**src/logic/sfc_pkg.sv**
```systemverilog
// Overview of operation
// - config bit 7 low selects four-line protocol
// - config bit 6 low selects two-line protocol
// - both low means four-line; applies after write
// - config bit 4 enables hold/reset pin
// - config bit 3 low enables program acceleration
// - bits 2:0 drive code, 000/100 reserved
// - config read/write accepted in every protocol
// - flag bit 7 low while operation busy
// - flag bits 6/2 show erase/program suspend
// - flag bit 5 set on erase failure
// - flag bit 4 set on program failure
// - flag bit 3 set on bad program voltage
// - flag bit 1 set on protected target
// - busy and suspend bits clear themselves
// - error bits held until clear command 50h
// - program/erase with error pending flags protection
// - flag register read by 70h, endless bytes
// - two-line io read refused in four-line
// - four-line io read refused in two-line
// - id 9E/9F extended only, AFh multi-line only
// - nonvolatile config read B5h, write B1h
// - 6Bh not in two-line, 3Bh not four-line
// - writes, programs, erases need write enable first
// - config read repeats same byte until deselect
package sfc_pkg;
   typedef enum logic [1:0] {
      PR_EXT  = 2'h0,
      PR_DUAL = 2'h1,
      PR_QUAD = 2'h2
   } sfc_proto_t;
   typedef enum logic [1:0] {
      ST_CMD  = 2'h0,
      ST_DIN  = 2'h1,
      ST_DOUT = 2'h3,
      ST_SKIP = 2'h2
   } sfc_state_t;
   localparam logic [7:0] CFG_RST    = 8'hDF;
   localparam int         CFG_B_QUAD = 7;
   localparam int         CFG_B_DUAL = 6;
   localparam int         CFG_B_RSV  = 5;
   localparam int         CFG_B_HOLD = 4;
   localparam int         CFG_B_ACC  = 3;
   localparam logic [2:0] DRV_RSV0   = 3'h0;
   localparam logic [2:0] DRV_RSV1   = 3'h4;
   localparam logic [2:0] ST_RST     = 3'h4;
   localparam logic       FLAG_RSV   = 1'b0;
   localparam logic [4:0] ID_LEN_EXT = 5'h14;
   localparam logic [4:0] ID_LEN_MIO = 5'h03;
   localparam logic [7:0] C_RSTEN  = 8'h66;
   localparam logic [7:0] C_RSTMEM = 8'h99;
   localparam logic [7:0] C_ID1    = 8'h9E;
   localparam logic [7:0] C_ID2    = 8'h9F;
   localparam logic [7:0] C_IDM    = 8'hAF;
   localparam logic [7:0] C_SFDP   = 8'h5A;
   localparam logic [7:0] C_RD     = 8'h03;
   localparam logic [7:0] C_FRD    = 8'h0B;
   localparam logic [7:0] C_DOFR   = 8'h3B;
   localparam logic [7:0] C_DIOFR  = 8'hBB;
   localparam logic [7:0] C_QOFR   = 8'h6B;
   localparam logic [7:0] C_QIOFR  = 8'hEB;
   localparam logic [7:0] C_WREN   = 8'h06;
   localparam logic [7:0] C_WRDI   = 8'h04;
   localparam logic [7:0] C_RDSR   = 8'h05;
   localparam logic [7:0] C_RDFLG  = 8'h70;
   localparam logic [7:0] C_CLRFLG = 8'h50;
   localparam logic [7:0] C_RDNV   = 8'hB5;
   localparam logic [7:0] C_WRNV   = 8'hB1;
   localparam logic [7:0] C_RDEVC  = 8'h65;
   localparam logic [7:0] C_WREVC  = 8'h61;
   localparam logic [7:0] C_PP     = 8'h02;
   localparam logic [7:0] C_DIFP   = 8'hA2;
   localparam logic [7:0] C_DIEFP  = 8'hD2;
   localparam logic [7:0] C_QIFP   = 8'h32;
   localparam logic [7:0] C_QIEFP  = 8'h12;
   localparam logic [7:0] C_SSE    = 8'h20;
   localparam logic [7:0] C_SE     = 8'hD8;
   localparam logic [7:0] C_BE     = 8'hC7;
   localparam logic [7:0] C_RDOTP  = 8'h4B;
   localparam logic [7:0] C_PGOTP  = 8'h42;
endpackage

```
**src/logic/sfc_sync.sv**
```systemverilog
`timescale 1ns/10ps
module sfc_sync (
   input  wire logic       i_clk_sys,
   input  wire logic       i_rst_n,
   input  wire logic [5:0] i_async,
   output logic [5:0]      o_sync,
   output logic            o_rise,
   output logic            o_fall
);
   // bit 5 link clock, bit 4 select (idle high), bits 3:0 data
   logic [5:0] meta;
   logic       clk_d;

   always_ff @(posedge i_clk_sys or negedge i_rst_n) begin
      if (!i_rst_n) begin
         meta   <= 6'h10;
         o_sync <= 6'h10;
         clk_d  <= 1'b0;
      end else begin
         meta   <= i_async;
         o_sync <= meta;
         clk_d  <= o_sync[5];
      end
   end

   // data and clock share the same latency, so edges stay aligned
   assign o_rise = o_sync[5] & ~clk_d;
   assign o_fall = ~o_sync[5] & clk_d;
endmodule

```
**src/logic/sfc_cmd.sv**
```systemverilog
`timescale 1ns/10ps
module sfc_cmd
   import sfc_pkg::*;
#(
   parameter logic [23:0] ID_BYTES = 24'h5A0C31 // arbitrary value
)(
   input  wire logic        i_clk_sys,
   input  wire logic        i_nrst,
   input  wire logic        i_link_clk,
   input  wire logic        i_sel_n,
   input  wire logic [3:0]  i_dq,
   output logic [3:0]       o_dq,
   output logic [3:0]       o_dq_oe_n,
   input  wire logic        i_op_busy,
   input  wire logic        i_erase_susp,
   input  wire logic        i_prog_susp,
   input  wire logic        i_erase_fail,
   input  wire logic        i_prog_fail,
   input  wire logic        i_vpp_bad,
   input  wire logic        i_prot_hit,
   input  wire logic [7:0]  i_status,
   input  wire logic [15:0] i_nvcfg,
   output logic             o_array_start,
   output logic [7:0]       o_array_code,
   output logic             o_read_start,
   output logic [7:0]       o_read_code,
   output logic             o_nvcfg_wr,
   output logic [15:0]      o_nvcfg_data,
   output logic             o_mem_reset,
   output logic [1:0]       o_protocol,
   output logic             o_hold_en,
   output logic             o_accel_en,
   output logic [2:0]       o_drive_code,
   output logic             o_wel
);
   logic [1:0]  rst_q;
   logic [5:0]  syn;
   logic [3:0]  dq_s, lane_w, lane_m, bc, bc_sum, tc, tc_sum, err;
   logic [7:0]  cfg, next_cfg, flags, rx_sh, next_rx, tx_sh, cur, nv_lo;
   logic [2:0]  st;
   logic [4:0]  bi;
   sfc_proto_t  proto;
   sfc_state_t  state, next_state;
   logic        rst_n, lk_rise, lk_fall, sel_n_s, wel, rst_arm;
   logic        rx_on, byte_done, cmd_done, din_done, tx_on;
   logic        cv, hit, is_out, is_in, is_arr, is_rd;
   logic        c_clr, c_arr, arr_go, arr_err, c_win;
   logic        cfg_wr, nv_wr, err_any;

   function automatic logic cmd_valid(input logic [7:0] c,
                                      input sfc_proto_t p);
      logic r;
      r = 1'b0;
      unique case (c)
         C_RSTEN, C_RSTMEM, C_WREN, C_WRDI, C_RDSR, C_RDFLG, C_CLRFLG,
         C_RDNV, C_WRNV, C_RDEVC, C_WREVC, C_FRD, C_SFDP, C_SSE, C_SE,
         C_BE, C_PP, C_RDOTP, C_PGOTP: r = 1'b1;
         C_ID1, C_ID2, C_RD:           r = (p == PR_EXT);
         C_IDM:                        r = (p != PR_EXT);
         C_DOFR, C_DIOFR, C_DIFP, C_DIEFP:
                                       r = (p != PR_QUAD);
         C_QOFR, C_QIOFR, C_QIFP, C_QIEFP:
                                       r = (p != PR_DUAL);
         default:                      r = 1'b0;
      endcase
      return r;
   endfunction

   // byte i of the answer to command c
   function automatic logic [7:0] out_sel(input logic [7:0] c,
                                          input logic [4:0] i);
      logic [7:0] b;
      b = 8'h00;
      if (c == C_RDFLG)
         b = flags;
      else if (c == C_RDEVC)
         b = cfg;
      else if (c == C_RDSR)
         b = i_status;
      else if (c == C_RDNV)
         b = (i == 5'h00) ? i_nvcfg[7:0] :
             (i == 5'h01) ? i_nvcfg[15:8] : 8'h00;
      else if (i < ID_LEN_MIO)
         b = ID_BYTES[8 * (2 - int'(i)) +: 8];
      return b;
   endfunction

   always_ff @(posedge i_clk_sys or negedge i_nrst) begin
      if (!i_nrst)
         rst_q <= 2'h0;
      else
         rst_q <= {rst_q[0], 1'b1};
   end
   assign rst_n = rst_q[1];

   sfc_sync u_sync (
      .i_clk_sys (i_clk_sys),
      .i_rst_n   (rst_n),
      .i_async   ({i_link_clk, i_sel_n, i_dq}),
      .o_sync    (syn),
      .o_rise    (lk_rise),
      .o_fall    (lk_fall)
   );
   assign sel_n_s = syn[4];
   assign dq_s    = syn[3:0];

   // protocol decode from the live config register
   assign proto = !cfg[CFG_B_QUAD] ? PR_QUAD :
                  !cfg[CFG_B_DUAL] ? PR_DUAL : PR_EXT;
   assign lane_w = (proto == PR_QUAD) ? 4'h4 :
                   (proto == PR_DUAL) ? 4'h2 : 4'h1;
   assign lane_m = (proto == PR_QUAD) ? 4'hF :
                   (proto == PR_DUAL) ? 4'h3 : 4'h2;

   assign rx_on   = lk_rise & ~sel_n_s & (state == ST_CMD ||
                                          state == ST_DIN);
   assign next_rx = (proto == PR_QUAD) ? {rx_sh[3:0], dq_s} :
                    (proto == PR_DUAL) ? {rx_sh[5:0], dq_s[1:0]} :
                                         {rx_sh[6:0], dq_s[0]};
   assign bc_sum    = bc + lane_w;
   assign byte_done = rx_on & bc_sum[3];
   assign cmd_done  = byte_done & (state == ST_CMD);
   assign din_done  = byte_done & (state == ST_DIN);
   assign tx_on     = lk_fall & ~sel_n_s & (state == ST_DOUT);
   assign tc_sum    = tc + lane_w;

   // command classification of the byte just received
   assign cv     = cmd_valid(next_rx, proto);
   assign hit    = cmd_done & cv;
   assign is_out = next_rx == C_RDFLG || next_rx == C_RDEVC ||
                   next_rx == C_RDSR || next_rx == C_RDNV ||
                   next_rx == C_ID1 || next_rx == C_ID2 ||
                   next_rx == C_IDM;
   assign is_in  = next_rx == C_WREVC || next_rx == C_WRNV;
   assign is_arr = next_rx == C_PP || next_rx == C_DIFP ||
                   next_rx == C_DIEFP || next_rx == C_QIFP ||
                   next_rx == C_QIEFP || next_rx == C_SSE ||
                   next_rx == C_SE || next_rx == C_BE ||
                   next_rx == C_PGOTP;
   assign is_rd  = next_rx == C_RD || next_rx == C_FRD ||
                   next_rx == C_DOFR || next_rx == C_DIOFR ||
                   next_rx == C_QOFR || next_rx == C_QIOFR ||
                   next_rx == C_SFDP || next_rx == C_RDOTP;
   assign c_clr   = hit & (next_rx == C_CLRFLG);
   assign err_any = |err;
   assign c_arr   = hit & is_arr;
   assign arr_go  = c_arr & wel & ~err_any;
   assign arr_err = c_arr & err_any;
   assign c_win   = hit & is_in & wel;
   assign cfg_wr  = din_done & (cur == C_WREVC);
   // bi is 1 after the command, 2 once the low byte is in
   assign nv_wr   = din_done & (cur == C_WRNV) & (bi == 5'h02);

   always_comb begin
      next_state = state;
      if (cmd_done)
         next_state = (hit & is_out) ? ST_DOUT :
                      c_win ? ST_DIN : ST_SKIP;
      else if (cfg_wr || nv_wr)
         next_state = ST_SKIP;
   end

   // reserved bit forced low; reserved drive codes keep the old code
   always_comb begin
      next_cfg = cfg;
      if (cfg_wr) begin
         next_cfg = next_rx & ~(8'h01 << CFG_B_RSV);
         if (next_rx[2:0] == DRV_RSV0 || next_rx[2:0] == DRV_RSV1)
            next_cfg[2:0] = cfg[2:0];
      end else if (hit && next_rx == C_RSTMEM && rst_arm)
         next_cfg = CFG_RST;
   end

   always_ff @(posedge i_clk_sys or negedge rst_n) begin
      if (!rst_n) begin
         state <= ST_CMD;
         bc    <= 4'h0;
         rx_sh <= 8'h00;
         cur   <= 8'h00;
         nv_lo <= 8'h00;
      end else if (sel_n_s) begin
         state <= ST_CMD;
         bc    <= 4'h0;
      end else begin
         state <= next_state;
         if (rx_on) begin
            rx_sh <= next_rx;
            bc    <= byte_done ? 4'h0 : bc_sum;
         end
         if (cmd_done)
            cur <= next_rx;
         if (din_done)
            nv_lo <= next_rx;
      end
   end

   // output shifter; lanes launch on the link clock falling edge
   always_ff @(posedge i_clk_sys or negedge rst_n) begin
      if (!rst_n) begin
         tx_sh     <= 8'h00;
         tc        <= 4'h0;
         bi        <= 5'h00;
         o_dq      <= 4'h0;
         o_dq_oe_n <= 4'hF;
      end else if (sel_n_s) begin
         tc        <= 4'h0;
         bi        <= 5'h00;
         o_dq_oe_n <= 4'hF;
      end else if (cmd_done) begin
         tx_sh <= out_sel(next_rx, 5'h00);
         tc    <= 4'h0;
         bi    <= 5'h01;
      end else if (din_done) begin
         bi <= bi + 5'h01;
      end else if (tx_on) begin
         o_dq_oe_n <= ~lane_m;
         o_dq      <= (proto == PR_QUAD) ? tx_sh[7:4] :
                      (proto == PR_DUAL) ? {2'h0, tx_sh[7:6]} :
                                           {2'h0, tx_sh[7], 1'b0};
         tc        <= tc_sum[3] ? 4'h0 : tc_sum;
         tx_sh     <= tc_sum[3] ? out_sel(cur, bi) : tx_sh << lane_w;
         if (tc_sum[3] && bi != ID_LEN_EXT)
            bi <= bi + 5'h01;
      end
   end

   // status bits follow the array; error bits are sticky, set wins
   always_ff @(posedge i_clk_sys or negedge rst_n) begin
      if (!rst_n) begin
         st  <= ST_RST;
         err <= 4'h0;
      end else begin
         st  <= {~i_op_busy, i_erase_susp, i_prog_susp};
         err <= {i_erase_fail, i_prog_fail, i_vpp_bad,
                 i_prot_hit | arr_err} | (err & {4{~c_clr}});
      end
   end
   assign flags = {st[2], st[1], err[3], err[2], err[1], st[0], err[0],
                   FLAG_RSV};

   always_ff @(posedge i_clk_sys or negedge rst_n) begin
      if (!rst_n) begin
         cfg     <= CFG_RST;
         wel     <= 1'b0;
         rst_arm <= 1'b0;
      end else begin
         cfg <= next_cfg;
         if (hit && next_rx == C_WREN)
            wel <= 1'b1;
         else if ((hit && next_rx == C_WRDI) || arr_go || cfg_wr || nv_wr)
            wel <= 1'b0;
         if (hit)
            rst_arm <= (next_rx == C_RSTEN);
      end
   end

   always_ff @(posedge i_clk_sys or negedge rst_n) begin
      if (!rst_n) begin
         o_array_start <= 1'b0;
         o_array_code  <= 8'h00;
         o_read_start  <= 1'b0;
         o_read_code   <= 8'h00;
         o_nvcfg_wr    <= 1'b0;
         o_nvcfg_data  <= 16'h0000;
         o_mem_reset   <= 1'b0;
      end else begin
         o_array_start <= arr_go;
         o_read_start  <= hit & is_rd;
         o_nvcfg_wr    <= nv_wr;
         o_mem_reset   <= hit & (next_rx == C_RSTMEM) & rst_arm;
         if (c_arr)
            o_array_code <= next_rx;
         if (hit & is_rd)
            o_read_code <= next_rx;
         if (nv_wr)
            o_nvcfg_data <= {next_rx, nv_lo};
      end
   end

   assign o_protocol   = proto;
   assign o_hold_en    = cfg[CFG_B_HOLD];
   assign o_accel_en   = ~cfg[CFG_B_ACC];
   assign o_drive_code = cfg[2:0];
   assign o_wel        = wel;
endmodule

```
**config.mk**
```make
export PLATFORM = sky130hd
export DESIGN_NAME = sfc_cmd
export DESIGN_NICKNAME = d
export VERILOG_FILES = /design/src/logic/sfc_pkg.sv /design/src/logic/sfc_sync.sv /design/src/logic/sfc_cmd.sv
export SDC_FILE = /design/constraint.sdc
export NUM_CORES = 1
export LEC_CHECK = 0
export BUFFER_PORTS_ARGS = -buffer_cell sky130_fd_sc_hd__buf_4
export CORE_MARGIN = 5
export CORE_UTILIZATION = 52
export DETAILED_ROUTE_END_ITERATION = 8
export PLACE_DENSITY = 0.75
export SYNTH_ARGS = -nofsm -noshare
export SYNTH_HDL_FRONTEND = slang
export SYNTH_SLANG_ARGS = --single-unit
```
**constraint.sdc**
```tcl
create_clock -name i_clk_sys -period 3.2 [get_ports i_clk_sys]
set_input_delay 0.8 -clock i_clk_sys [delete_from_list [all_inputs] [get_ports i_clk_sys]]
set_output_delay 0.8 -clock i_clk_sys [all_outputs]
set_load 0.01 [all_outputs]
```
; Word-level counts from Yosys, hierarchy flattened
; Cells that the tools add are included.
; W data, S select, Z words.
[classes]
n_addsub = 4
magnitude_cmp = 1
eq_ne = 52
shifts = 2
muxes = 53
bitwise = 37
reduce_logical = 61
[op_table]
columns = op, count
row1 = $mux W8, 19
row2 = $eq A8 B8 Y1 const B, 14
row3 = $eq A8 B7 Y1 const B, 12
row4 = $mux W4, 13
row5 = $eq A8 B3 Y1 const B, 4
row6 = $logic_or A1 B1 Y1, 28
row7 = $mux W5, 5
row8 = $and A1 B1 Y1, 24
row9 = $eq A8 B6 Y1 const B, 3
row10 = $shiftx A24 B9 Y8 const A, 1
row11 = $reduce_or A19 Y1, 1
row12 = $eq A8 B2 Y1 const B, 2
row13 = $mux W2, 7
row14 = $reduce_and A2 Y1, 6
row15 = $reduce_bool A2 Y1, 6
row16 = $reduce_or A4 Y1, 3
row17 = $mux W3, 3
row18 = $not A1 Y1, 9
row19 = $add A4 B3 Y4, 2
row20 = $eq A8 B4 Y1 const B, 1
row21 = $eq A8 B5 Y1 const B, 1
row22 = $reduce_bool A4 Y1, 2
row23 = $shl A8 B3 Y8, 1
row24 = $ne A2 B1 Y1 const B, 3
row25 = 25 further kinds, 40
[totals]
ff_bits = 122
wordCells = 237

; Depth between registers and ports, before layout
; Gate-level depths: netlist (run 1).
[logic_depth]
word_depth = 22
mapped_depth = 15
ltp_nobuf = 11

; Cells and area by module
; A second synthesis (run 1) with hierarchy kept.
[unflattened]
hier_cells = 688
hier_area_um2 = 6406.1
[by_module_without_submodules]
columns = module, n_inst, cells_per_inst, area_each_um2
row1 = sfc_cmd, 1, 673, 6063.3
row2 = sfc_sync, 1, 15, 342.8

; Worst setup path after synthesis (run 1)
; No wires, ideal clock.
[synth_timing]
kind = reg-to-reg
start = reg cfg[7]
end = reg o_nvcfg_data[4]
setup_time_ps = 125
arrival_time_ps = 3401
required_ps = 3075
slack_ps = -325
stages_incl_launch_ff = 12
n_path_buf = 2
synth_period_minus_slack_ps = 3525
path_cell_list = dfstp_2 > buf_2 > clkinv_1 > nor2_1 > ha_1 > a21o_1 > a21oi_1 > xor2_1 > nor2_1 > nand4_1 > clkbuf_1 > mux2_2
[synth_via]
elab_chain_cells = 9
word_cells_on_any_way = 10
[synth_rtl]
columns = item, line_no
row1 = start: declaration, sfc_cmd.sv:39  ; logic [7:0] cfg, next_cfg, flags, rx_sh, next_rx, tx_sh, cur, nv_lo;
row2 = start signal: assignment, sfc_cmd.sv:247  ; cfg <= next_cfg;
row3 = $mux W2 *, sfc_cmd.sv:108  ; assign proto = !cfg[CFG_B_QUAD] ? PR_QUAD :
row4 = via o_protocol[0], sfc_cmd.sv:30  ; output logic [1:0] o_protocol,
row5 = $eq A2 B1 Y1, sfc_cmd.sv:111  ; (proto == PR_DUAL) ? 4'h2 : 4'h1;
row6 = $mux W2, sfc_cmd.sv:111
row7 = $mux W3 *, sfc_cmd.sv:110  ; assign lane_w = (proto == PR_QUAD) ? 4'h4 :
row8 = $add A4 B3 Y4 *, sfc_cmd.sv:120  ; assign bc_sum = bc + lane_w;
row9 = $and A1 B1 Y1 *, sfc_cmd.sv:121  ; assign byte_done = rx_on & bc_sum[3];
row10 = $and A1 B1 Y1 *, sfc_cmd.sv:123  ; assign din_done = byte_done & (state == ST_DIN);
row11 = $and A1 B1 Y1 * (2 in series), sfc_cmd.sv:152  ; assign nv_wr = din_done & (cur == C_WRNV) & (bi == 5'h02);
row12 = end signal: assignment, sfc_cmd.sv:276  ; o_nvcfg_data <= {next_rx, nv_lo};
row13 = end: declaration, sfc_cmd.sv:28  ; output logic [15:0] o_nvcfg_data,
; Mark *: on every way through the listed nets, which the timed path passes. The rest lies on a longest branch.
; A chain may end at the register's enable or synchronous reset.

; Worst setup path in the final report (run 1)
[layout_timing]
start = reg cfg[7]
end = reg o_array_code[2]
[layout_via]
elab_chain_cells = 14
word_cells_on_any_way = 60
[layout_rtl]
columns = item, line_no
row1 = $mux W2 *, sfc_cmd.sv:108
row2 = "parallel branches: the longest is 13 deep, another holds $reduce_or A19 Y1", --
row3 = end signal: assignment, sfc_cmd.sv:272  ; o_array_code <= next_rx;
row4 = end: declaration, sfc_cmd.sv:24  ; output logic [7:0] o_array_code,
; Mark *: on every way between the ends.

==> metrics.md, run 1 <==
| Metric | Value |
|---|---|
| Dominant synthesized flop cell | `dfrtp_1` |
| R2R depth | `11` |
| Setup repair after global routing missed its margin | `yes` |
| Clock period minus worst slack | `3.19 ns` |
| Diode insertion count for antenna repair | `0` |
| Maximum vdd ir drop | `426 uV` |
| Fraction of the yosys area taken by sequential cells | `between 40 and 50%` |
| Synthesis-to-finish area growth | `41.6%` |
| Register bit count reported by yosys | `between 100 and 150` |
| CP Launch Point | `cfg[7]$_DFFE_PN1P_` |
| Standard-cell rows | `40` |
| Setup slack of the worst register-to-register path | `0.006 ns` |
| Largest net degree at the start of global routing | `118` |
| Cts bufs inserted | `17` |
| Area of the mapped netlist | `6280 um^2` |
| Cell accounting for the most synthesized area | `dfrtp_1` |
| # Max-Cap Violations | `0` |
| Critical path class | `flop to flop` |
| Clock-pin slew on the worst setup and hold paths | `0.06 ns` |
| Starting density of the core | `between 50 and 60%` |
| Final TNS setup | `0 ns` |
| Cell with the most instances after synthesis | `dfrtp_1` |
| Worst-case setup margin in the final layout | `between 0.006 and 0.007 ns` |
| Net count after synthesis | `700` |
| Power per cell area | `510 nW/um^2` |
| Highest fanout seen on the critical path | `8` |
| Largest stage delay on the critical path | `~0.62 ns` |
| Via count | `6192` |
| Initial detailed-routing violation count | `812` |
| Clock latency on the worst-skew pair | `0.42 ns` |
| Count of antenna-violating nets left after detailed routing | `0` |
| DRT Pass-1 Iters | `7` |
| CP max-delay cell | `dfstp_2` |
| DIE WIDTH | `120 um` |
| Final weighted congestion in routability-driven placement | `approximately 1` |
| Number of antenna violations at the first check in global routing | `0` |
| Routed wire length | `21900 um` |
| Number of remaining DRC errors | `0` |
| Chip Height | `between 100 and 150 um` |
| Arrival time at the worst endpoint | `3.50 ns` |
| Post-route cell area | `just under 9000 um^2` |
| Leakage power summed over all cells | `0.00405 uW` |
| Cells taking the most area after synthesis | `dfrtp_1, dfstp_2, o21ai_0` |
| Startpoint of the worst register-to-register path | `cfg[7]$_DFFE_PN1P_` |
| Gr usage total | `29.9%` |
| Clk_skew | `0.00829 ns` |
| Global-route wire length before repair | `33200 um` |
| Number of max-slew violations in the final report | `0` |
| CTS Root Buffer Type | `clkbuf_16` |
| Worst-case clock buffer depth | `2` |
| Placed cell area | `between 7000 and 8000 um^2` |
| Die area | `14400 um^2` |
| Setup-violating endpoint count in the final report | `0` |
| Reg-to-reg critical path endpoint | `o_array_code[2]$_DFFE_PN0P_` |
| HPWL after detailed placement | `15100 um` |
| Number of placed instances with taps included | `929` |
| Final Hold Slack | `0.150 ns` |
| Critical-path cell list | `buf_12 -> buf_8 -> nor4bb_2 -> a21o_1 -> a311oi_2 -> nor4_2 -> a32o_2 -> or4_4 -> o211ai_4 -> buf_6 -> mux2_2` |
| Slew at the pin closest to its max-slew limit | `0.700 ns` |
| Synthesized instance count | `649` |
| Type of element launching the critical path | `flop` |
| Number of H-tree levels | `4` |
| Port Buf Inserts | `90` |
| Hold buffers post-CTS | `0` |
| Total overflow reported by the global router | `0` |
| Number of library cell types mapped by synthesis | `71` |
| Status | `completed` |
| Commonest cells in the netlist | `dfrtp_1, nand2_1, o21ai_0` |
| Setup crit end kind | `flop` |
| Clock net sink count | `between 100 and 150` |
| Share of the synthesized area in the top cell type | `42.3%` |
| CTS tree | `yes` |
| Number of flops mapped to enable cells by yosys | `0` |
| Class of the worst hold path | `input port to async pin` |
| Vias per cell | `6.28` |
| Routed wire length per instance | `22.3 um` |
| Period Utilization, post-route | `99.8%` |
| Number of global-route vias before repair | `6126` |
| Std-Cell Core Area | `11900 um^2` |
| Number of top-level design ports | `91` |
| Relative slew margins | `between 50% and 60%` |
| Final hold viol count | `0` |
| Warning count from the yosys run | `0` |
| Average cell area after synthesis | `9.67 um^2` |
| Dpl ws | `-0.208 ns` |
| Share of synthesized flip-flops with an asynchronous set or reset | `100%` |
| Non-filler cells in the finished layout | `986` |
| Achievable Freq | `313 MHz` |
| Critical path data required time | `3.50 ns` |
| Fraction of final layout cells with drive strength greater than 1 | `about two fifths` |
| Nets | `approximately 880` |
## repair_timing
item | CTS | global route
gates resized for setup | 23 | 76
setup endpoints to repair | 39 | 32
setup buffers | 8 | 17
pin swaps | 2 | 21
## worst max path at each step
| stage | end | depth (start not counted) | slack [ns] |
|---|---|---|---|
| floorplan | cfg[7]$_DFFE_PN1P_ | 12 | 0.01 |
| global placement | o_array_code[0]$_DFFE_PN0P_ | 9 | -0.15 |
| detailed placement | cfg[2]$_DFFE_PN1P_ | 12 | -0.21 |
| CTS | o_array_code[0]$_DFFE_PN0P_ | 11 | 0.003 |
| global route | o_array_code[3]$_DFFE_PN0P_ | 13 | -0.05 |
| finish | o_array_code[2]$_DFFE_PN0P_ | 11 | 0.006 |
## cell usage in the layout, fill, tap and decap left out, types with 6 or more instances in the layout
cell type  Yosys  routed
nand3_1       17      17
ha_1          10      10
buf_4          4     185
nor3_1        21      21
a211oi_1      16      16
dfstp_2       13      13
mux2_2        25      14
nand2_1       81      78
buf_12         0       6
clkbuf_16      0      17
a22oi_1        6       6
mux2_4         0      12
o21ai_0       63      61
inv_6          0       6
a21oi_1       30      24
dfrtp_1      106     105
inv_1         11      11
nor4_1        12       7
o211ai_1       8       8
and3_1         9       7
nor2_1        38      32
o22ai_1        6       6
a21o_1        14       9
a221oi_1       7       7
nand4_1        6       6
buf_6          2      14
## layer usage
layer	share of wire, %	GRT usage, %	vias to the layer above	routed length [um]
met2	49	47.7	310	10700
met3	7.4	7.63	56	1630
met1	41	39.0	3057	8900
li1	-	-	2769	-
met4	3.3	12.3	0	729
met5	0	0	-	0
## logic make-up after synthesis
logic type	Yosys count	synth area share, %
AND/OR/NAND/NOR	219	17.2
AO/OA/AOI/OAI	195	20.9
flip-flops	119	47.7
buffers and inverters	60	4.25
multiplexers	37	6.42
adder cells (fa/ha/maj)	12	2.63
XOR/XNOR	6	0.837
other	1	0.0597
## critical path: cells and delay by family, from the launching register on
| family | cells | cell delay [ns] |
|---|---|---|
| compound gates | 4 | 0.93 |
| buf+inv | 3 | 0.44 |
| flops | 1 | 0.62 |
| mux | 1 | 0.33 |
| simple gates | 3 | 0.75 |
## metrics by stage
step | utilization, % | power, uW
final | 74.6 | 4530
after global placement | 64.3 | 2480
after CTS | 70.4 | 4440
after detailed placement | 64.3 | 2490
after floorplan | - | 2140
after global routing | 74.6 | 4710
## registers in the layout, indices dropped and copies added, names as in the netlist, 7 cells and up
name / flops
tx_sh: 8
nv_lo: 8
o_read_code: 8
cur: 8
o_array_code: 8
o_nvcfg_data: 16
rx_sh: 7
cfg: 7
## report_power, final
group	leakage, uW	internal, uW	switching, uW	total (uW)
Clock	0.000287	1160	759	1920
Sequential	0.00150	1610	146	1760
Combinational	0.00227	393	459	852
## final cells by class
class,count,area (um^2)
Inverter,12,46.3
Timing Repair Buffer,206,1680
Tap cell,147,184
Sequential cell,119,3000
Multi-Input combinational cell,470,3390
Clock buffer,17,425
Fill cell,861,3020
Clock inverter,15,166
Power figures use the tool's default switching activity.
==> run 2: changes to the inputs <==
--- a/config.mk
+++ b/config.mk
@@ -9,6 +9,7 @@
 export CORE_MARGIN = 5
 export CORE_UTILIZATION = 52
 export DETAILED_ROUTE_END_ITERATION = 8
+export MAX_ROUTING_LAYER = met4
 export PLACE_DENSITY = 0.75
 export SYNTH_ARGS = -nofsm -noshare
 export SYNTH_HDL_FRONTEND = slang
==> run 2 against run 1 <==
  * The flow now finishes with violations (negative setup slack)
  * Utilization down 1.0 points
  * Cell count fell by 0.81%
  * Combinational power increased by 0.5%
  * Worst hold slack gained 0.0084 ns
  * Largest cell class unchanged
  * Largest power group unchanged
==> metrics.md, run 2 (synthesis results as in run 1) <==
| Metric | Value |
|---|---|
| Setup repair after global routing missed its margin | `yes` |
| Seq pwr share | `38.7% (about the same)` |
| Status | `finished, violations left` |
| Port Buf Inserts | `90 (unchanged)` |
| Std-Cell Core Area | `11900 um^2 (unchanged)` |
| HPWL after detailed placement | `15100 um (-0.58%)` |
| Worst-case clock buffer depth | `2 (unchanged)` |
| Final weighted congestion in routability-driven placement | `0.951 (-3.1%)` |
| Initial detailed-routing violation count | `742 (-8.6%)` |
| Proportion of total power due to net switching | `29.4% (-0.69 points)` |
| Fraction of power consumed by the clock network | `42.3% (-0.2 points)` |
| Nets | `869 (-0.91%)` |
| Final hold viol count | `0 (unchanged)` |
| Standard-cell rows | `40 (unchanged)` |
| Combinational group share of total power | `19.0% (+0.2 points)` |
| Number of remaining DRC errors | `0 (unchanged)` |
| Die area | `14400 um^2 (unchanged)` |
| Clock latency on the worst-skew pair | `0.42 ns (about the same)` |
| Global-route wire length before repair | `33300 um (+0.42%)` |
| Class of the worst hold path | `input port to async pin` |
| CTS tree | `yes` |
| Chip Height | `120 um (unchanged)` |
| Starting density of the core | `52.7% (unchanged)` |
| Slew at the pin closest to its max-slew limit | `1.04 ns (+0.341 ns)` |
| Hold buffers post-CTS | `0 (unchanged)` |
| Fraction of final layout cells with drive strength greater than 1 | `38.6% (-0.70 points)` |
| Number of antenna violations at the first check in global routing | `1 (+1)` |
| Critical path class | `flop to flop` |
| Gr usage total | `30.7% (+0.84 points)` |
| Critical path data required time | `3.49 ns (about the same)` |
| Number of H-tree levels | `4 (unchanged)` |
| Total internal power | `3180 uW (+0.42%)` |
| CTS Root Buffer Type | `clkbuf_16` |
| Met3 usage | `5.37% (-2.3 points)` |
| Routed wire length | `21100 um (-3.6%)` |
| Non-filler cells in the finished layout | `978 (-0.81%)` |
| Number of placed instances with taps included | `921 (-0.86%)` |
| Routed wire length per instance | `21.6 um (-2.8%)` |
| Achievable Freq | `309 MHz (-1.4%)` |
| Global routing usage on met2 | `47.8% (+0.11 points)` |
| Synthesis-to-finish area growth | `39.7%` |
| Critical-path cell list | `mux2i_2 -> buf_4 -> nor4_2 -> a311oi_2 -> nor4_2 -> a32o_2 -> or4_4 -> o211ai_4 -> buf_6 -> mux2_4` |
| Max reg flops | `16 (unchanged)` |
| Clk_skew | `0.0104 ns (+0.00206 ns)` |
| Worst-case setup margin in the final layout | `-0.0397 ns (-0.0462 ns)` |
| Type of element launching the critical path | `flop` |
| Cts bufs inserted | `17 (unchanged)` |
| Arrival time at the worst endpoint | `3.53 ns (+0.03 ns)` |
| CP max-delay cell | `dfstp_2` |
| Maximum vdd ir drop | `624 uV (+47%)` |
| Clock period minus worst slack | `3.24 ns (+0.0462 ns)` |
| Register with the highest flop count | `o_nvcfg_data` |
| Clock-pin slew on the worst setup and hold paths | `0.06 ns (about the same)` |
| Footprint of the multi-input gates | `3380 um^2 (-0.11%)` |
| Setup crit end kind | `flop` |
| DIE WIDTH | `120 um (unchanged)` |
| Leakage power summed over all cells | `0.00400 uW (-1.4%)` |
| Largest stage delay on the critical path | `0.65 ns (+0.03 ns)` |
| Count of antenna-violating nets left after detailed routing | `0 (unchanged)` |
| Relative slew margins | `30.6% (-23 points)` |
| Power per cell area | `514 nW/um^2 (+0.80%)` |
| P_sw | `1320 uW (-2.8%)` |
| DRT Pass-1 Iters | `7 (unchanged)` |
| Placed cell area | `7590 um^2 (-0.95%)` |
| Highest fanout seen on the critical path | `7 (-1)` |
| Number of global-route vias before repair | `6146 (+0.33%)` |
| Period Utilization, post-route | `101% (+1.4 points)` |
| Total overflow reported by the global router | `0 (unchanged)` |
| Violations in the final reports | `negative setup slack` |
| GR peak layer | `met2` |
| Post-route cell area | `8770 um^2 (-1.4%)` |
| # Max-Cap Violations | `0 (unchanged)` |
| Most common cell after layout, fill and taps aside | `buf_4` |
| Number of max-slew violations in the final report | `0 (unchanged)` |
| Diode insertion count for antenna repair | `0 (unchanged)` |
| Number of fillers in the final layout | `871 (+1.2%)` |
| Number of top-level design ports | `91 (unchanged)` |
| Vias per cell | `6.16 (-1.8%)` |
| Dominant cell type by count on the critical path | `nor4_2` |
| Largest net degree at the start of global routing | `118 (unchanged)` |
| Setup-violating endpoint count in the final report | `14 (+14)` |
| Met1 routing resource usage after global routing | `40.7% (+1.7 points)` |
| Clock net sink count | `119 (unchanged)` |
| Commonest cells after routing, fill and taps aside | `buf_4, dfrtp_1, nand2_1, o21ai_0, nor2_1` |
| Via count | `6029 (-2.6%)` |
| Footprint of the flip-flops and latches | `3000 um^2 (unchanged)` |
run 2: cell count changes in the layout (fill, tap and decap cells not counted), sizes merged:
cell | before | now
inv | 18 | 14
buf | 206 | 198
clkbuf | 17 | 20
clkinvlp | 2 | 1
clkinv | 5 | 7
run 2: power by group through the flow:
stage          Clock, uW  Combinational, uW  Sequential (uW)
2_1_floorplan          0                417             1730
3_3_place_gp           0                725             1740
3_5_place_dp           0                737             1750
4_1_cts             1930                777             1730
5_1_grt             2020                924             1750
6_report            1910                856             1740
run 2: repair_timing:
| action | 4_1_cts | 5_1_grt |
|---|---|---|
| pin swaps | 8 | 17 |
| hold endpoints to repair | 0 | 0 |
| endpoints found under the setup margin | 39 | 28 |
| buffers inserted | 12 | 13 |
| resized for setup | 33 | 56 |
run 2: routing by layer:
metal,part of all wire (%),vias to the layer above
met5,0,-
met4,2.7,0
met3,6.1,43
met2,48,248
met1,43,2994
li1,-,2744
run 2: layout make-up:
class	instances	share of cell area [%]
multi-input cells	470	38.6
flip-flops and latches	119	34.2
repair buffers	198	17.9
clock buffers	20	5.09
well taps	147	2.10
clock inverters	12	1.66
inverters	12	0.528
run 2: path summary, 6_finish.rpt:
kind                                         start                          end  slack [ns]  depth (start not counted)
worst max-delay path            cfg[6]$_DFFE_PN1P_  o_array_code[2]$_DFFE_PN0P_       -0.04                         10
worst min-delay path                        i_nrst           rst_q[1]$_DFF_PN0_        0.16                          1
worst max register to register  cfg[6]$_DFFE_PN1P_  o_array_code[2]$_DFFE_PN0P_       -0.04                         10
worst min register to register  rst_q[0]$_DFF_PN0_           rst_q[1]$_DFF_PN0_        0.35                          0
max in group asynchronous       rst_q[1]$_DFF_PN0_         tx_sh[7]$_DFFE_PN0P_        2.34                          1
min in group i_clk_sys          rst_q[0]$_DFF_PN0_           rst_q[1]$_DFF_PN0_        0.35                          0
run 2: metrics by stage:
stage	total power, uW	hold WS [ns]	util, %	setup WS (ns)	setup TNS, ns
2_1_floorplan	2140	0.331	-	0.0129	0
3_3_place_gp	2470	0.334	63.7	-0.122	-1.89
3_5_place_dp	2490	0.341	63.7	-0.197	-5.01
4_1_cts	4440	0.145	70.4	0.00890	0
5_1_grt	4690	0.141	73.6	-0.0697	-0.930
6_report	4500	0.158	73.6	-0.0397	-0.333
run 2: worst max-delay path, delay by kind of cell, from the launching register on:
kind	cells	cell delay [ns]
AO/OA/AOI/OAI	3	0.78
flip-flops	1	0.65
AND/OR/NAND/NOR	3	0.73
buffers and inverters	2	0.34
multiplexers	2	0.60
==> run 3: changes to the inputs <==
--- a/config.mk
+++ b/config.mk
@@ -5,12 +5,13 @@
 export SDC_FILE = /design/constraint.sdc
 export NUM_CORES = 1
 export LEC_CHECK = 0
+export ABC_AREA = 1
 export BUFFER_PORTS_ARGS = -buffer_cell sky130_fd_sc_hd__buf_4
 export CORE_MARGIN = 5
-export CORE_UTILIZATION = 52
+export CORE_UTILIZATION = 53
 export DETAILED_ROUTE_END_ITERATION = 8
 export MAX_ROUTING_LAYER = met4
-export PLACE_DENSITY = 0.75
+export PLACE_DENSITY = 0.76
 export SYNTH_ARGS = -nofsm -noshare
 export SYNTH_HDL_FRONTEND = slang
 export SYNTH_SLANG_ARGS = --single-unit
==> run 3 against run 2 <==
  * The flow now finishes without violations
  * Largest cell class unchanged
  * Cell count grew 13%
  * Wire length shrank 12%
  * Global-route usage shrank 3.5 points
  * Highest routed layer unchanged
  * Count of clock-buffer cells in the layout shrank 2
  * Final area shrank 7.3%
  * Combinational power shrank 41%
  * Largest power group unchanged
  * First-iteration DRC count shrank 32%
  * Non-clock buffer count shrank 95
  * Sequential power shrank 3%
  * Power shrank 9.8%
==> metrics.md, run 3 <==
| Metric | Value |
|---|---|
| Status | `completed` |
| Standard-cell rows | `41 (+2.5%)` |
| Arrival time at the worst endpoint | `3.37 ns (-0.16 ns)` |
| Number of placed instances with taps included | `1075 (+17%)` |
| Number of global-route vias before repair | `6055 (-1.5%)` |
| R2R depth | `13 (+3)` |
| Commonest cells in the netlist | `nand2_1, dfrtp_1, inv_1` |
| Hold buffers post-CTS | `0 (unchanged)` |
| Clock period minus worst slack | `3.07 ns (-0.167 ns)` |
| Die area | `15000 um^2 (+4.5%)` |
| Class of the worst hold path | `input port to async pin` |
| Seq pwr share | `41.3% (+2.6 points)` |
| Achievable Freq | `325 MHz (+5.4%)` |
| P_sw | `1130 uW (-15%)` |
| # Max-Cap Violations | `0 (unchanged)` |
| Fraction of power consumed by the clock network | `46.3% (+4.0 points)` |
| Critical path data required time | `3.49 ns (about the same)` |
| CP max-delay cell | `dfstp_2` |
| Number of top-level design ports | `91 (unchanged)` |
| Number of H-tree levels | `4 (unchanged)` |
| Average cell area after synthesis | `8.07 um^2 (-17%)` |
| DIE WIDTH | `123 um (+2.2%)` |
| Area of the mapped netlist | `6710 um^2 (+6.9%)` |
| Global-route wire length before repair | `30700 um (-7.9%)` |
| Port Buf Inserts | `90 (unchanged)` |
| Leakage power summed over all cells | `0.00414 uW (+3.6%)` |
| Number of antenna violations at the first check in global routing | `0 (-1)` |
| Register with the highest flop count | `o_nvcfg_data` |
| Warning count from the yosys run | `0 (unchanged)` |
| Final design utilization | `64.9% (-8.7 points)` |
| Share of synthesized flip-flops with an asynchronous set or reset | `100% (unchanged)` |
| Number of library cell types mapped by synthesis | `51 (-28%)` |
| Setup slack of the worst register-to-register path | `0.13 ns (+0.17 ns)` |
| Initial detailed-routing violation count | `504 (-32%)` |
| Vias per cell | `5.53 (-10%)` |
| Slew at the pin closest to its max-slew limit | `0.918 ns (-0.123 ns)` |
| Met1 routing resource usage after global routing | `35.5% (-5.2 points)` |
| Power per cell area | `500 nW/um^2 (-2.6%)` |
| Synthesis-to-finish area growth | `21.1%` |
| Routed wire length | `18700 um (-12%)` |
| Via count | `6119 (+1.5%)` |
| Final weighted congestion in routability-driven placement | `1.03 (+8.4%)` |
| Proportion of total power due to net switching | `27.8% (-1.6 points)` |
| Critical path class | `flop to flop` |
| Gate family responsible for the most delay along the worst path | `simple AND/OR/NAND/NOR gates` |
| DRT Pass-1 Iters | `7 (unchanged)` |
| Number of max-slew violations in the final report | `0 (unchanged)` |
| Final TNS setup | `0 ns (+0.333 ns)` |
| Number of remaining DRC errors | `0 (unchanged)` |
| Global routing usage on met2 | `42.0% (-5.7 points)` |
| Cts bufs inserted | `17 (unchanged)` |
| Critical-path cell list | `nand2_8 -> inv_1 -> ha_1 -> nand3_1 -> nand2_1 -> xor2_1 -> nand2_1 -> nor2_2 -> inv_1 -> o31ai_1 -> inv_1 -> nor4_1 -> nor3_1` |
| Type of element launching the critical path | `flop` |
| Fraction of final layout cells with drive strength greater than 1 | `24.1% (-15 points)` |
| Cell with the most instances after synthesis | `nand2_1` |
| CTS Root Buffer Type | `clkbuf_16` |
| Starting density of the core | `53.6% (+0.90 points)` |
| Gr usage total | `27.2% (-3.5 points)` |
| Net count after synthesis | `882 (+26%)` |
| Commonest cells after routing, fill and taps aside | `nand2_1, dfrtp_1, buf_4, inv_1, o21ai_0` |
| Combinational group share of total power | `12.4% (-6.6 points)` |
| Final hold viol count | `0 (unchanged)` |
| Chip Height | `123 um (+2.2%)` |
| Max reg flops | `16 (unchanged)` |
| Most common cell after layout, fill and taps aside | `nand2_1` |
| Buffering stage count on the worst path with inverters included | `3 (+1)` |
| Synthesized instance count | `831 (+28%)` |
| Dominant synthesized flop cell | `dfrtp_1` |
| Relative slew margins | `38.0% (+7.4 points)` |
| Reg-to-reg critical path endpoint | `bi[4]$_DFFE_PN0P_` |
| Dominant cell type by count on the critical path | `inv_1` |
| Period Utilization, post-route | `96.0% (-5.2 points)` |
| Startpoint of the worst register-to-register path | `cfg[7]$_DFFE_PN1P_` |
| Setup repair after global routing missed its margin | `yes` |
| Maximum vdd ir drop | `304 uV (-51%)` |
| Total internal power | `2930 uW (-7.8%)` |
| Number of flops mapped to enable cells by yosys | `0 (unchanged)` |
| Setup-violating endpoint count in the final report | `0 (-14)` |
| Cell accounting for the most synthesized area | `dfrtp_1` |
| Clock-pin slew on the worst setup and hold paths | `0.06 ns (about the same)` |
| Diode insertion count for antenna repair | `0 (unchanged)` |
| Total overflow reported by the global router | `0 (unchanged)` |
| Final Hold Slack | `0.146 ns (-0.0118 ns)` |
| Count of antenna-violating nets left after detailed routing | `0 (unchanged)` |
| Worst-case clock buffer depth | `2 (unchanged)` |
| Share of the synthesized area in the top cell type | `39.5% (-2.7 points)` |
| Std-Cell Core Area | `12500 um^2 (+5.1%)` |
| GR peak layer | `met2` |
| Nets | `973 (+12%)` |
| Fraction of the yosys area taken by sequential cells | `44.6% (-3.1 points)` |
| Largest stage delay on the critical path | `0.65 ns (about the same)` |
| HPWL after detailed placement | `13800 um (-8.5%)` |
| Clock net sink count | `119 (unchanged)` |
| Clock latency on the worst-skew pair | `0.42 ns (about the same)` |
| Register bit count reported by yosys | `119 (unchanged)` |
| Highest fanout seen on the critical path | `10 (+3)` |
| Setup crit end kind | `flop` |
| Largest net degree at the start of global routing | `65 (-45%)` |
| Non-filler cells in the finished layout | `1107 (+13%)` |
| CTS tree | `yes` |
| Met3 usage | `5.21% (-0.16 points)` |
| Cells taking the most area after synthesis | `dfrtp_1, nand2_1, o21ai_0` |
| Routed wire length per instance | `16.9 um (-22%)` |
| Clk_skew | `0.0102 ns (-0.000130 ns)` |
[run 3: cell types whose count changed after synthesis, sizes merged, moves of 15 or more]
| cell | delta |
|---|---|
| mux2 | -26 |
| nand3 | +59 |
| nor2 | +43 |
| inv | +93 |
| a211oi | -16 |
| nand2 | +143 |
| nor3 | -15 |
[run 3: layer usage]
| metal | routed length [um] | share of wire [%] |
|---|---|---|
| met5 | 0 | 0 |
| met1 | 8030 | 43 |
| met3 | 1170 | 6.3 |
| met2 | 8990 | 48 |
| met4 | 498 | 2.7 |
[run 3: layout make-up]
type                            instances  area (um^2)
Inverter                              104          403
Multi-Input combinational cell        577         3130
Tap cell                              172          215
Timing Repair Buffer                  103          790
Clock inverter                         14          146
Sequential cell                       119         3000
Fill cell                            1118         4390
Clock buffer                           18          439
[run 3: power groups by stage]
stage / registers [uW] / logic [uW] / clock network [uW]
2_1_floorplan: 1690 / 336 / 0
3_3_place_gp: 1700 / 488 / 0
3_5_place_dp: 1700 / 492 / 0
5_1_grt: 1690 / 557 / 1980
6_report: 1680 / 504 / 1880
4_1_cts: 1680 / 498 / 1900
[run 3: repair_timing]
| item | in CTS | in global routing |
|---|---|---|
| gates cloned | 0 | 0 |
| gates resized for setup | 1 | 2 |
| setup buffers | 0 | 0 |
| setup endpoints to repair | 1 | 9 |
[run 3: metrics by stage]
stage | power (uW) | setup WS (ns) | cell area, um^2
floorplan | 2020 | 0.379 | 6710
global placement | 2190 | 0.152 | 7530
detailed placement | 2190 | 0.0199 | 7530
CTS | 4070 | 0.00106 | 8120
global route | 4230 | -0.0870 | 8120
finish | 4060 | 0.128 | 8120
[run 3: kinds of logic after synthesis]
logic type	count (synthesis)	share of synthesized area, %
adder cells (fa/ha/maj)	12	2.46
other	1	0.0559
AO/OA/AOI/OAI	150	13.3
buffers and inverters	135	8.75
AND/OR/NAND/NOR	410	30.3
XOR/XNOR	4	0.522
flip-flops	119	44.6
[run 3: how the worst max path moves through the flow]
stage / from / end / slack (ns) / cells past startpoint
floorplan: cfg[7]$_DFFE_PN1P_ / bi[3]$_DFFE_PN0P_ / 0.38 / 15
global placement: cfg[6]$_DFFE_PN1P_ / tx_sh[7]$_DFFE_PN0P_ / 0.15 / 14
detailed placement: cfg[7]$_DFFE_PN1P_ / bi[4]$_DFFE_PN0P_ / 0.02 / 13
CTS: cfg[7]$_DFFE_PN1P_ / bi[4]$_DFFE_PN0P_ / 0.001 / 13
global route: cfg[7]$_DFFE_PN1P_ / bi[3]$_DFFE_PN0P_ / -0.09 / 13
finish: cfg[7]$_DFFE_PN1P_ / bi[4]$_DFFE_PN0P_ / 0.13 / 13
